File: config.mk
export PLATFORM = sky130hd
export DESIGN_NAME = gpc_pin_ctrl
export DESIGN_NICKNAME = d
export VERILOG_FILES = /design/src/rtl/gpc_pkg.sv /design/src/rtl/gpc_event_det.sv /design/src/rtl/gpc_pin_ctrl.sv
export VERILOG_INCLUDE_DIRS = /design/src /design/src/rtl
export SDC_FILE = /design/constraint.sdc
export NUM_CORES = 1
export LEC_CHECK = 0
export ABC_AREA = 1
export BUFFER_PORTS_ARGS = -buffer_cell sky130_fd_sc_hd__buf_2
export CORE_AREA = 2 2 185 187
export CTS_BUF_LIST = sky130_fd_sc_hd__clkbuf_4
export CTS_CLUSTER_DIAMETER = 40
export CTS_CLUSTER_SIZE = 8
export DETAILED_ROUTE_END_ITERATION = 6
export DIE_AREA = 0 0 187 189
export PLACE_DENSITY = 0.75
export SYNTH_ARGS = -nofsm -noshare
export SYNTH_HDL_FRONTEND = slang
export SYNTH_HIERARCHICAL = 1
export SYNTH_SLANG_ARGS = --single-unit
File: constraint.sdc
create_clock -name mclk -period 4.6 [get_ports mclk]
set_clock_uncertainty 0.15 [all_clocks]
set_input_delay 0.23 -clock mclk [delete_from_list [all_inputs] [get_ports mclk]]
set_output_delay 0.23 -clock mclk [all_outputs]
set_load 0.1 [all_outputs]
File: src/rtl/gpc_regs.svh
// Register offsets, field positions, reset values and pin constants for the pin control block
`ifndef GPC_REGS_SVH
`define GPC_REGS_SVH

// ----------------------------------------------------------------------------
// Offsets (byte addresses, one word each)
// ----------------------------------------------------------------------------
`define GPC_CFG_BASE        8'h00
`define GPC_STATUS_OFS      8'hc0
`define GPC_MASK_OFS        8'hc4
`define GPC_EVLEVEL_OFS     8'hc8

// ----------------------------------------------------------------------------
// Pin control field positions
// ----------------------------------------------------------------------------
`define GPC_MUX_HI          13
`define GPC_MUX_LO          12
`define GPC_POL_BIT         11
`define GPC_BUF_OD_BIT      8
`define GPC_EDGE_EN_BIT     7
`define GPC_SENSE_HI        6
`define GPC_SENSE_LO        4
`define GPC_PWR_HI          3
`define GPC_PWR_LO          2
`define GPC_PULL_HI         1
`define GPC_PULL_LO         0
`define GPC_CFG_WMASK       32'h0000_39ff

// ----------------------------------------------------------------------------
// Reset values
// ----------------------------------------------------------------------------
`define GPC_CFG_RESET       32'h0000_0000
`define GPC_MASK_RESET      32'h0000_0000

// ----------------------------------------------------------------------------
// Pins without an internal pull-down (octal labels 111..117 and 120)
// ----------------------------------------------------------------------------
`define GPC_NO_PD_FIRST     9'h049
`define GPC_NO_PD_LAST      9'h04f
`define GPC_NO_PD_EXTRA     9'h050

`endif

File: src/rtl/gpc_pkg.sv
// Types and decode helpers shared by the pin control block
package gpc_pkg;

  // --------------------------------------------------------------------------
  // Event condition
  // --------------------------------------------------------------------------
  typedef enum logic [2:0] {
    GPC_EV_LOW  = 3'b000,
    GPC_EV_HIGH = 3'b001,
    GPC_EV_OFF  = 3'b010,
    GPC_EV_RISE = 3'b011,
    GPC_EV_FALL = 3'b100,
    GPC_EV_BOTH = 3'b101,
    GPC_EV_RSVD = 3'b110
  } gpc_ev_mode_t;

  // Power emulation source
  typedef enum logic [1:0] {
    GPC_PWR_MAIN = 2'b00,
    GPC_PWR_SEC  = 2'b01,
    GPC_PWR_RSV2 = 2'b10,
    GPC_PWR_RSV3 = 2'b11
  } gpc_pwr_sel_t;

  // Edge enable and three sense bits into one condition
  function automatic gpc_ev_mode_t gpc_decode_mode(input logic [3:0] bits);
    case (bits)
      4'h0:    gpc_decode_mode = GPC_EV_LOW;
      4'h1:    gpc_decode_mode = GPC_EV_HIGH;
      4'h4:    gpc_decode_mode = GPC_EV_OFF;
      4'hd:    gpc_decode_mode = GPC_EV_RISE;
      4'he:    gpc_decode_mode = GPC_EV_FALL;
      4'hf:    gpc_decode_mode = GPC_EV_BOTH;
      default: gpc_decode_mode = GPC_EV_RSVD;
    endcase
  endfunction

  function automatic logic gpc_mode_is_edge(input gpc_ev_mode_t m);
    gpc_mode_is_edge = (m == GPC_EV_RISE) || (m == GPC_EV_FALL) || (m == GPC_EV_BOTH);
  endfunction

endpackage

File: src/rtl/gpc_event_det.sv
// Per-pin event detector: level and edge conditions
`timescale 1ns/100ps

module gpc_event_det
  import gpc_pkg::*;
(
  // Clock and reset
  input  wire logic       mclk,
  input  wire logic       resetn,
  // Pin and configuration
  input  wire logic       pin_level,
  input  wire logic [3:0] mode_bits,
  input  wire logic       sense_invert,
  // Result
  output logic            pin_event,
  output logic            edge_event
);

  gpc_ev_mode_t mode;
  logic         sensed;
  logic         prev;
  logic         next_prev;
  logic         next_event;
  logic         next_edge;
  logic         rise;
  logic         fall;

  always_comb begin
    mode       = gpc_decode_mode(mode_bits);
    sensed     = pin_level ^ sense_invert;
    rise       = sensed & ~prev;
    fall       = ~sensed & prev;
    next_prev  = sensed;
    next_event = 1'b0;
    next_edge  = 1'b0;
    case (mode)
      GPC_EV_LOW:  next_event = ~sensed;
      GPC_EV_HIGH: next_event = sensed;
      GPC_EV_RISE: next_event = rise;
      GPC_EV_FALL: next_event = fall;
      GPC_EV_BOTH: next_event = rise | fall;
      default:     next_event = 1'b0;
    endcase
    next_edge = next_event & gpc_mode_is_edge(mode);
  end

  always_ff @(posedge mclk or negedge resetn) begin
    if (!resetn) begin
      prev       <= 1'b0;
      pin_event  <= 1'b0;
      edge_event <= 1'b0;
    end else begin
      prev       <= next_prev;
      pin_event  <= next_event;
      edge_event <= next_edge;
    end
  end

endmodule // gpc_event_det

File: src/rtl/gpc_pin_ctrl.sv
// Pin control low fields: buffer type, event detection, power emulation, pulls
//
// Behaviour
// - Bit 8 picks push-pull at 0 and open drain at 1 for whatever function drives the pin.
// - Bit 7 enables edge detection and combines with the sense bits.
// - Bits 6:4 choose the pin condition that raises the pin event.
// - Edge-enable and sense decode as 0000 low, 0001 high, 0100 off, 1101 rise, 1110 fall, 1111 both.
// - Power field 00 tristates the output while the main rail is not good.
// - Power field 01 tristates the output while the secondary rail is not good.
// - Pull field 00 none, 01 pull-up, 10 pull-down, 11 none.
// - Pins 111 to 117 and 120 never enable a pull-down.
// - Only edge events may wake the shut-down ring oscillator.
// - A wake needs an edge event on a pin whose aggregator enable is set.
// - After reset every pin's event setting is low-level sensitive.
// - The unit clock is ungated while any enabled pin event is active.
// - With polarity set and a non-GPIO function muxed in, outputs and event sense invert.
//
// Local design decisions: the register offsets and the address-and-strobe port.
`timescale 1ns/100ps

`include "gpc_regs.svh"

module gpc_pin_ctrl
  import gpc_pkg::*;
#(
  parameter int       NUM_PINS  = 16,
  parameter bit [8:0] FIRST_PIN = 9'h048
) (
  // Clock and reset
  input  wire logic                mclk,
  input  wire logic                resetn,
  // Register port
  input  wire logic [7:0]          reg_addr,
  input  wire logic [31:0]         reg_wdata,
  input  wire logic                reg_write,
  input  wire logic                reg_read,
  output logic      [31:0]         reg_rdata,
  // Rails
  input  wire logic                main_rail_good,
  input  wire logic                secondary_rail_good,
  // Function side, per pin
  input  wire logic [NUM_PINS-1:0] func_data,
  input  wire logic [NUM_PINS-1:0] func_drive,
  input  wire logic [NUM_PINS-1:0] aggr_enable,
  // Pad side, per pin
  input  wire logic [NUM_PINS-1:0] pad_in,
  output logic      [NUM_PINS-1:0] pad_out,
  output logic      [NUM_PINS-1:0] pad_oe,
  output logic      [NUM_PINS-1:0] pull_up_en,
  output logic      [NUM_PINS-1:0] pull_down_en,
  // Events and system
  output logic      [NUM_PINS-1:0] pin_event,
  output logic                     ring_wake,
  output logic                     clk_ungate,
  output logic                     irq
);

  // --------------------------------------------------------------------------
  // State
  // --------------------------------------------------------------------------
  logic [31:0]         pin_config_control [NUM_PINS];
  logic [31:0]         next_cfg           [NUM_PINS];
  logic [NUM_PINS-1:0] status;
  logic [NUM_PINS-1:0] next_status;
  logic [NUM_PINS-1:0] mask;
  logic [NUM_PINS-1:0] next_mask;
  logic [31:0]         next_rdata;
  logic [NUM_PINS-1:0] det_event;
  logic [NUM_PINS-1:0] det_edge;
  logic [NUM_PINS-1:0] sense_inv;
  logic [NUM_PINS-1:0] next_pad_out;
  logic [NUM_PINS-1:0] next_pad_oe;
  logic [NUM_PINS-1:0] next_pu;
  logic [NUM_PINS-1:0] next_pd;
  logic                next_wake;
  logic                next_ungate;
  logic                next_irq;

  // Register index of a config access, or NUM_PINS when not a config word
  function automatic int cfg_index(input logic [7:0] a);
    cfg_index = NUM_PINS;
    if (a[1:0] == 2'b00 && a >= `GPC_CFG_BASE && int'(a >> 2) < NUM_PINS) begin
      cfg_index = int'(a >> 2);
    end
  endfunction

  // Pin number has no internal pull-down
  function automatic logic no_pulldown(input int idx);
    logic [8:0] num;
    num         = FIRST_PIN + 9'(idx);
    no_pulldown = (num >= `GPC_NO_PD_FIRST && num <= `GPC_NO_PD_LAST) ||
                  (num == `GPC_NO_PD_EXTRA);
  endfunction

  // --------------------------------------------------------------------------
  // Event detection per pin
  // --------------------------------------------------------------------------
  generate
    for (genvar i = 0; i < NUM_PINS; i++) begin : g_det
      // Sense flips only for a muxed-in function with polarity set
      assign sense_inv[i] = pin_config_control[i][`GPC_POL_BIT] &&
                            (pin_config_control[i][`GPC_MUX_HI:`GPC_MUX_LO] != 2'b00);
      gpc_event_det u_det (
        .mclk         (mclk),
        .resetn       (resetn),
        .pin_level    (pad_in[i]),
        .mode_bits    (pin_config_control[i][`GPC_EDGE_EN_BIT:`GPC_SENSE_LO]),
        .sense_invert (sense_inv[i]),
        .pin_event    (det_event[i]),
        .edge_event   (det_edge[i])
      );
    end
  endgenerate

  // --------------------------------------------------------------------------
  // Register file
  // --------------------------------------------------------------------------
  always_comb begin
    int wi;
    int ri;
    wi          = cfg_index(reg_addr);
    ri          = wi;
    for (int i = 0; i < NUM_PINS; i++) begin
      next_cfg[i] = pin_config_control[i];
    end
    next_mask   = mask;
    next_rdata  = 32'h0000_0000;
    // Reading status clears it, but a new event in the same cycle survives
    next_status = status;
    if (reg_read && reg_addr == `GPC_STATUS_OFS) begin
      next_status = '0;
    end
    next_status = next_status | det_event;
    if (reg_write) begin
      if (wi < NUM_PINS) begin
        next_cfg[wi] = reg_wdata & `GPC_CFG_WMASK;
      end else if (reg_addr == `GPC_MASK_OFS) begin
        next_mask = reg_wdata[NUM_PINS-1:0];
      end
    end
    if (reg_read) begin
      if (ri < NUM_PINS) begin
        next_rdata = pin_config_control[ri];
      end else if (reg_addr == `GPC_STATUS_OFS) begin
        next_rdata[NUM_PINS-1:0] = status;
      end else if (reg_addr == `GPC_MASK_OFS) begin
        next_rdata[NUM_PINS-1:0] = mask;
      end else if (reg_addr == `GPC_EVLEVEL_OFS) begin
        next_rdata[NUM_PINS-1:0] = det_event;
      end
    end
  end

  always_ff @(posedge mclk or negedge resetn) begin
    if (!resetn) begin
      for (int i = 0; i < NUM_PINS; i++) begin
        pin_config_control[i] <= `GPC_CFG_RESET;
      end
      status    <= '0;
      mask      <= '0;
      reg_rdata <= 32'h0000_0000;
    end else begin
      for (int i = 0; i < NUM_PINS; i++) begin
        pin_config_control[i] <= next_cfg[i];
      end
      status    <= next_status;
      mask      <= next_mask;
      reg_rdata <= next_rdata;
    end
  end

  // --------------------------------------------------------------------------
  // Pad control
  // --------------------------------------------------------------------------
  always_comb begin
    logic         data;
    logic         drive;
    logic         rail_ok;
    gpc_pwr_sel_t psel;
    data  = 1'b0;
    drive = 1'b0;
    rail_ok = 1'b0;
    psel  = GPC_PWR_MAIN;
    for (int i = 0; i < NUM_PINS; i++) begin
      data  = func_data[i] ^ sense_inv[i];
      drive = func_drive[i];
      psel  = gpc_pwr_sel_t'(pin_config_control[i][`GPC_PWR_HI:`GPC_PWR_LO]);
      case (psel)
        GPC_PWR_MAIN: rail_ok = main_rail_good;
        GPC_PWR_SEC:  rail_ok = secondary_rail_good;
        // Reserved codes: fall back to the main rail rather than drive blind
        default:      rail_ok = main_rail_good;
      endcase
      if (pin_config_control[i][`GPC_BUF_OD_BIT]) begin
        // Open drain only ever pulls low
        next_pad_out[i] = 1'b0;
        next_pad_oe[i]  = drive & ~data & rail_ok;
      end else begin
        next_pad_out[i] = data;
        next_pad_oe[i]  = drive & rail_ok;
      end
      case (pin_config_control[i][`GPC_PULL_HI:`GPC_PULL_LO])
        2'b01: begin
          next_pu[i] = 1'b1;
          next_pd[i] = 1'b0;
        end
        2'b10: begin
          next_pu[i] = 1'b0;
          next_pd[i] = ~no_pulldown(i);
        end
        default: begin
          next_pu[i] = 1'b0;
          next_pd[i] = 1'b0;
        end
      endcase
    end
  end

  always_ff @(posedge mclk or negedge resetn) begin
    if (!resetn) begin
      pad_out      <= '0;
      pad_oe       <= '0;
      pull_up_en   <= '0;
      pull_down_en <= '0;
    end else begin
      pad_out      <= next_pad_out;
      pad_oe       <= next_pad_oe;
      pull_up_en   <= next_pu;
      pull_down_en <= next_pd;
    end
  end

  // --------------------------------------------------------------------------
  // Wake, clock ungate and interrupt
  // --------------------------------------------------------------------------
  always_comb begin
    // Level events never wake; edge pulses only on aggregator-enabled pins
    next_wake   = |(det_edge & aggr_enable);
    // Detector already drops disabled and reserved modes; the live config
    // would lead the event by a cycle when a mode is rewritten
    next_ungate = |det_event;
    next_irq    = |(next_status & mask);
  end

  always_ff @(posedge mclk or negedge resetn) begin
    if (!resetn) begin
      pin_event    <= '0;
      ring_wake    <= 1'b0;
      clk_ungate   <= 1'b0;
      irq          <= 1'b0;
    end else begin
      pin_event    <= det_event;
      ring_wake    <= next_wake;
      clk_ungate   <= next_ungate;
      irq          <= next_irq;
    end
  end

endmodule // gpc_pin_ctrl

# Word-level counts from Yosys, hierarchy flattened
# Index checks and enable logic that the tools add are counted.
# W data, S select, Z words.
# word_totals
latch_bits,0
register_bits,699
memories,0
ram_bits,0
elab_cells,688
inputBits,110
out_inout_bits,115
mem_bits_ro,0
# classes
muxes,118
n_bitwise,197
n_reduce_logical,106
multipliers,0
add_sub_neg,0
n_shift,0
eq_ne,187
n_div,0
order_cmp,5
# op_table
op,n
$bwmux W512,1
$pmux W3 S6,16
$eq A4 B4 Y1 const B,48
$bmux W32 S4,1
$demux W32 S4,1
$mux W32,4
$and A1 B1 Y1,96
$eq A3 B3 Y1 const B,32
$mux W16,6
$pmux W1 S5,16
$mux W1,72
$eq A2 B1 Y1 const B,32
$eq A4 B1 Y1 const B,16
$eq A4 B3 Y1 const B,16
$logic_not A4 Y1,16
$not A1 Y1,49
$eq A3 B1 Y1 const B,16
$eq A3 B2 Y1 const B,16
$logic_not A3 Y1,16
$reduce_or A16 Y1,3
$and A16 B16 Y16,2
$ge A32 B5 Y1 const B,1
$logic_or A1 B1 Y1,32
$lt A32 B1 Y1 const B,1
other kinds (14),104

# Longest topological paths before layout
# depth
depth_word,10
ltp_mapped,13
mapped_depth_nobuf,13

# Hierarchy
# The synthesis kept the hierarchy.
# modules_own_cells
module,instances,area_per_inst_um2,cells_per_inst
gpc_pin_ctrl,1,14476.4,1807
gpc_event_det,16,226.5,33

# Least setup slack after synthesis
# Ideal clock, no wire load.
# synth_timing
path_kind,register to register
from,register pin_config_control[141] in the netlist's numbering
to,register g_det[11].u_det.edge_event
path_stages_with_launch,13
required_time_ns,4.328
setup_ns,0.122
period_less_slack_ns,1.737
slack_ns,2.863
arrival_ns,1.465
path_cell_list,dfrtp_1 -> o21ai_0 -> inv_1 -> inv_1 -> nand2_1 -> nand2_2 -> inv_2 -> ha_1 -> nand2_1 -> nand3_1 -> nand3_2 -> nand2_2 -> nor2_2
# synth_between
elab_chain_cells,8
elab_cells_between_ends,9
# synth_rtl
element,line_no,source
from (decl),gpc_pin_ctrl.sv:61,logic [31:0] pin_config_control [NUM_PINS];
"from (signal, indexed assignment)",gpc_pin_ctrl.sv:157,pin_config_control[i] <= `GPC_CFG_RESET;
"from (signal, indexed assignment)",gpc_pin_ctrl.sv:164,pin_config_control[i] <= next_cfg[i];
$reduce_bool A2 Y1 (*),gpc_pin_ctrl.sv:102,(pin_config_control[i][`GPC_MUX_HI:`GPC_MUX_LO] != 2'b00);
$logic_and A1 B1 Y1 (*),gpc_pin_ctrl.sv:101,assign sense_inv[i] = pin_config_control[i][`GPC_POL_BIT] &&
net sense_inv[11],gpc_pin_ctrl.sv:70,logic [NUM_PINS-1:0] sense_inv;
$xor A1 B1 Y1 (*),gpc_event_det.sv:30,sensed = pin_level ^ sense_invert;
net g_det[11].u_det.next_prev,gpc_event_det.sv:22,logic next_prev;
$not A1 Y1,"gpc_event_det.sv:32, gpc_event_det.sv:37",
$and A1 B1 Y1,gpc_event_det.sv:32,fall = ~sensed & prev;
$or A1 B1 Y1,gpc_event_det.sv:41,GPC_EV_BOTH: next_event = rise | fall;
$pmux W1 S5 (*),gpc_event_det.sv:36,case (mode)
$and A1 B1 Y1 (*),gpc_event_det.sv:44,next_edge = next_event & gpc_mode_is_edge(mode);
net g_det[11].u_det.next_edge,gpc_event_det.sv:24,logic next_edge;
to (signal assigned),gpc_event_det.sv:55,edge_event <= next_edge;
to (decl),gpc_event_det.sv:16,output logic edge_event
# Mark *: on every way through the listed nets, which the timed path passes. The rest lies on a longest branch.
# A chain may end at the register's enable or synchronous reset.

# Final worst setup path
# layout_timing
from,input reg_addr[5]
to,register mask[2]
# layout_between
elab_chain_cells,7
elab_cells_between_ends,9
# layout_rtl
element,line_no,source
from (decl),gpc_pin_ctrl.sv:33,"input wire logic [7:0] reg_addr,"
$ge A8 B1 Y1 (no source line),--,
$logic_and A1 B1 Y1 (no source line),--,
$logic_and A1 B1 Y1,gpc_pin_ctrl.sv:82,if (a[1:0] == 2'b00 && a >= `GPC_CFG_BASE && int'(a >> 2) < NUM_PINS) begin
$mux W6,gpc_pin_ctrl.sv:82,
$lt A6 B5 Y1,gpc_pin_ctrl.sv:135,if (wi < NUM_PINS) begin
$not A1 Y1 (no source line),--,
$reduce_and A3 Y1 (no source line) (*),--,
to (signal assigned),gpc_pin_ctrl.sv:167,mask <= next_mask;
to (decl),gpc_pin_ctrl.sv:65,logic [NUM_PINS-1:0] mask;
# Every way passes the cells marked *; elsewhere a longest branch is shown, timed or not.

==> results.toml <==
[outcome]
status = "completed"

[synthesis]
ys_types = 31
syn_avg_cell_area_um2 = 7.75
synth_seq_cells = 363
syn-instance-count = 2335
ys_warn_count = 6
ys_seq_area_share_pct = 50.2
netlist_area_um2 = 18100

[route]
avgViaCountPerCell = 5.43
vias = 16700
ant_nets = 0
wl_mm = 54.9
firstDrtPassIters = 6
drc = 0
drtIter0Drc = 1743
wl_per_cell_um = 17.9

[run]
max_cap_viol_count = 0

[global_routing]
top_usage_layer = "met2"
grt_max_degree = 101
track_usage_pct = 31.3
use_met2_pct = 51.0
grt_overflow = 0
gr-usage-met3_pct = 6.64
grt_pass1_vias = 15900
grt_antenna_before_repair = 1
grt_pass1_wl_mm = 86.0
met1_usage_pct = 40.6

[setup_path]
worstPathArrival_ps = 3300
crit_fanout = 28
rrSetupSlack_ps = 2170
cp-end-kind = "flip-flop"
crit_required_ps = 5140
startpoint_type = "input pin"
crit_type = "in2reg"

[final_layout]
layout_common_cells = "591 x nand2_1, 363 x dfrtp_1, 323 x inv_1"
final_common_cell = "nand2_1"
finish.utilization_pct = 62.7
layout-drive-gt1-share_pct = 16.5
design_area_um2 = 20900
n_fill_cell = 2878
final_nets = 2736
syn2layout_area_growth_pct = 15.2

[power_and_ir_drop]
p_comb_share_pct = 18.1
seqPwrFrac_pct = 52.0
ir_drop_mv = 0.250
leakage_nw = 10.6
p_int_mw = 4.40
p_sw_share_pct = 33.3
power_density_nw_per_um2 = 317
power.share.clock_pct = 29.9
p_sw_mw = 2.20
total_power_mw = 6.60

[floorplan]
core_um2 = 33300
row_count = 67
pin_count = 225
start_util_pct = 54.4
die_x_um = 187
fp.dieArea_um2 = 35300
die_h_um = 189

[timing]
setup_violations = 0
relSlewSlack_pct = 28.0
hold_viol_final = 0
tightest_slew_ps = 1080
post-route-period-util_pct = 60.0
period_minus_slack_ps = 2760
finalSetupTns_ps = 0
slew_violations = 0
fmax_mhz = 362
rsz0062_at_grt = "no"

[clocking]
cts_sinks = 363
postCtsSetupRepairBufs = 0
clkSlewWorstSetupHoldPaths_ps = 90
hold_buffers = 89
cts-htree-levels = 2
numCtsBuffers = 58
clk_latency_ps = 830
clockBufferDepth = 3
cts_tree = "built"
cts_root_buf = "clkbuf_4"
cts-resized-gates = 0

[worst_hold_path]
hp-class = "in2reg"

[placed_design]
finalWeightedCongestion = 0.959
placed_area_um2 = 19300
port_buffers = 184
post-dp-hpwl_mm = 37.1
==> cells in the mapped netlist <==
cell type    n  area, µm²
inv_1      323       1210
a21oi_1     36        180
o22ai_1      1       6.26
nand2_2     50        313
ha_1        32        400
clkinv_1    17       63.8
clkbuf_1    67        251
mux2_2       4       45.0
o2111ai_1   13        114
nor2_4       3       33.8
buf_2       14       70.1
o21ai_0    285       1430
conb_1       1       3.75
or4_1        1       7.51
o221ai_1     1       8.76
inv_2       40        150
nor3_2       1       10.0
nor2_2      35        219
xnor2_1      8       70.1
o211ai_1     7       52.6
buf_1        8       30.0
nor4_1       4       25.0
nand3_1     76        380
xor2_1       8       70.1
nand4_1     57        357
o21ai_1     13       65.1
dfrtp_1    363       9080
nand2_1    591       2220
buf_4       24        180
nor2_1     235        882
nand3_2     17        170
==> through the flow <==
stage,setup slack [ps],std cells,hold WS [ps]
4_1_cts,1990,3067,3.42
6_report,1840,3069,38.0
5_1_grt,1730,3068,19.0
3_5_place_dp,1700,2893,158
3_3_place_gp,1740,2893,153
2_1_floorplan,2860,2358,-216
==> layer usage <==
metal | share of wire (%) | up-vias
met2 | 46 | 877
met4 | 4.3 | 0
li1 | - | 7739
met1 | 40 | 7902
met5 | 0 | -
met3 | 9.6 | 153
==> worst max-delay path, cell delays in order <==
cell and delay [ps]:
dlygate4sd3_1 530, buf_2 150, inv_1 150, nand2_1 70, nor2_1 280, nand2_1 150
nor2_4 420, nand2_2 470, nand2_1 170, o21ai_1 80, dlygate4sd3_1 590
==> area by class of cell <==
| type | instances | area, µm² | area share, % |
|---|---|---|---|
| sequential | 363 | 9080 | 43.5 |
| multi-input combinational | 1502 | 7150 | 34.3 |
| timing repair buffer | 289 | 1980 | 9.51 |
| inverter | 380 | 1430 | 6.84 |
| tap | 448 | 561 | 2.69 |
| clock buffer | 67 | 503 | 2.41 |
| clock inverter | 18 | 145 | 0.696 |
| antenna | 2 | 5.00 | 0.0240 |
==> power groups by stage <==
stage | clock, mW | sequential [mW] | combinational, mW
CTS | 2.00 | 3.43 | 1.18
global route | 2.15 | 3.45 | 1.28
global placement | 0 | 3.49 | 1.10
finish | 1.97 | 3.44 | 1.20
detailed placement | 0 | 3.49 | 1.12
floorplan | 0 | 3.81 | 0.464
==> state kept, by name, summed over array words and instances (netlist names) <==
| name | cells |
|---|---|
| clk_ungate | 1 |
| g_det.u_det/edge_event | 16 |
| g_det.u_det/pin_event | 16 |
| g_det.u_det/prev | 16 |
| irq | 1 |
| mask | 16 |
| pad_oe | 16 |
| pad_out | 16 |
| pin_config_control | 192 |
| pin_event | 16 |
| pull_down_en | 8 |
| pull_up_en | 16 |
| reg_rdata | 16 |
| ring_wake | 1 |
| status | 16 |
==> worst paths after layout <==
path,start,end,cells after the start
worst max-delay path,reg_addr[5],mask[2],11
worst min-delay path,reg_wdata[8],pin_config_control[296],3
max in group asynchronous,resetn,pin_config_control[353],4
min in group asynchronous,resetn,pin_config_control[448],4
worst min register to register,g_det[14].u_det/pin_event,pin_event[14],0
worst max register to register,g_det[9].u_det/edge_event,ring_wake,5
==> cell families (layout without fill, tap and decap cells) <==
kind of cell | after synthesis | count (layout) | synth area share (%)
and+or+nand+nor | 1070 | 1070 | 25.5
buffers and inverters | 493 | 754 | 10.8
DFF | 363 | 363 | 50.2
AOI/OAI and AO/OA | 356 | 356 | 10.2
adders and majority gates | 32 | 32 | 2.21
xor gates and xnor gates | 16 | 16 | 0.774
muxes | 4 | 4 | 0.249
other | 1 | 26 | 0.0207
Power figures use the tool's default switching activity.
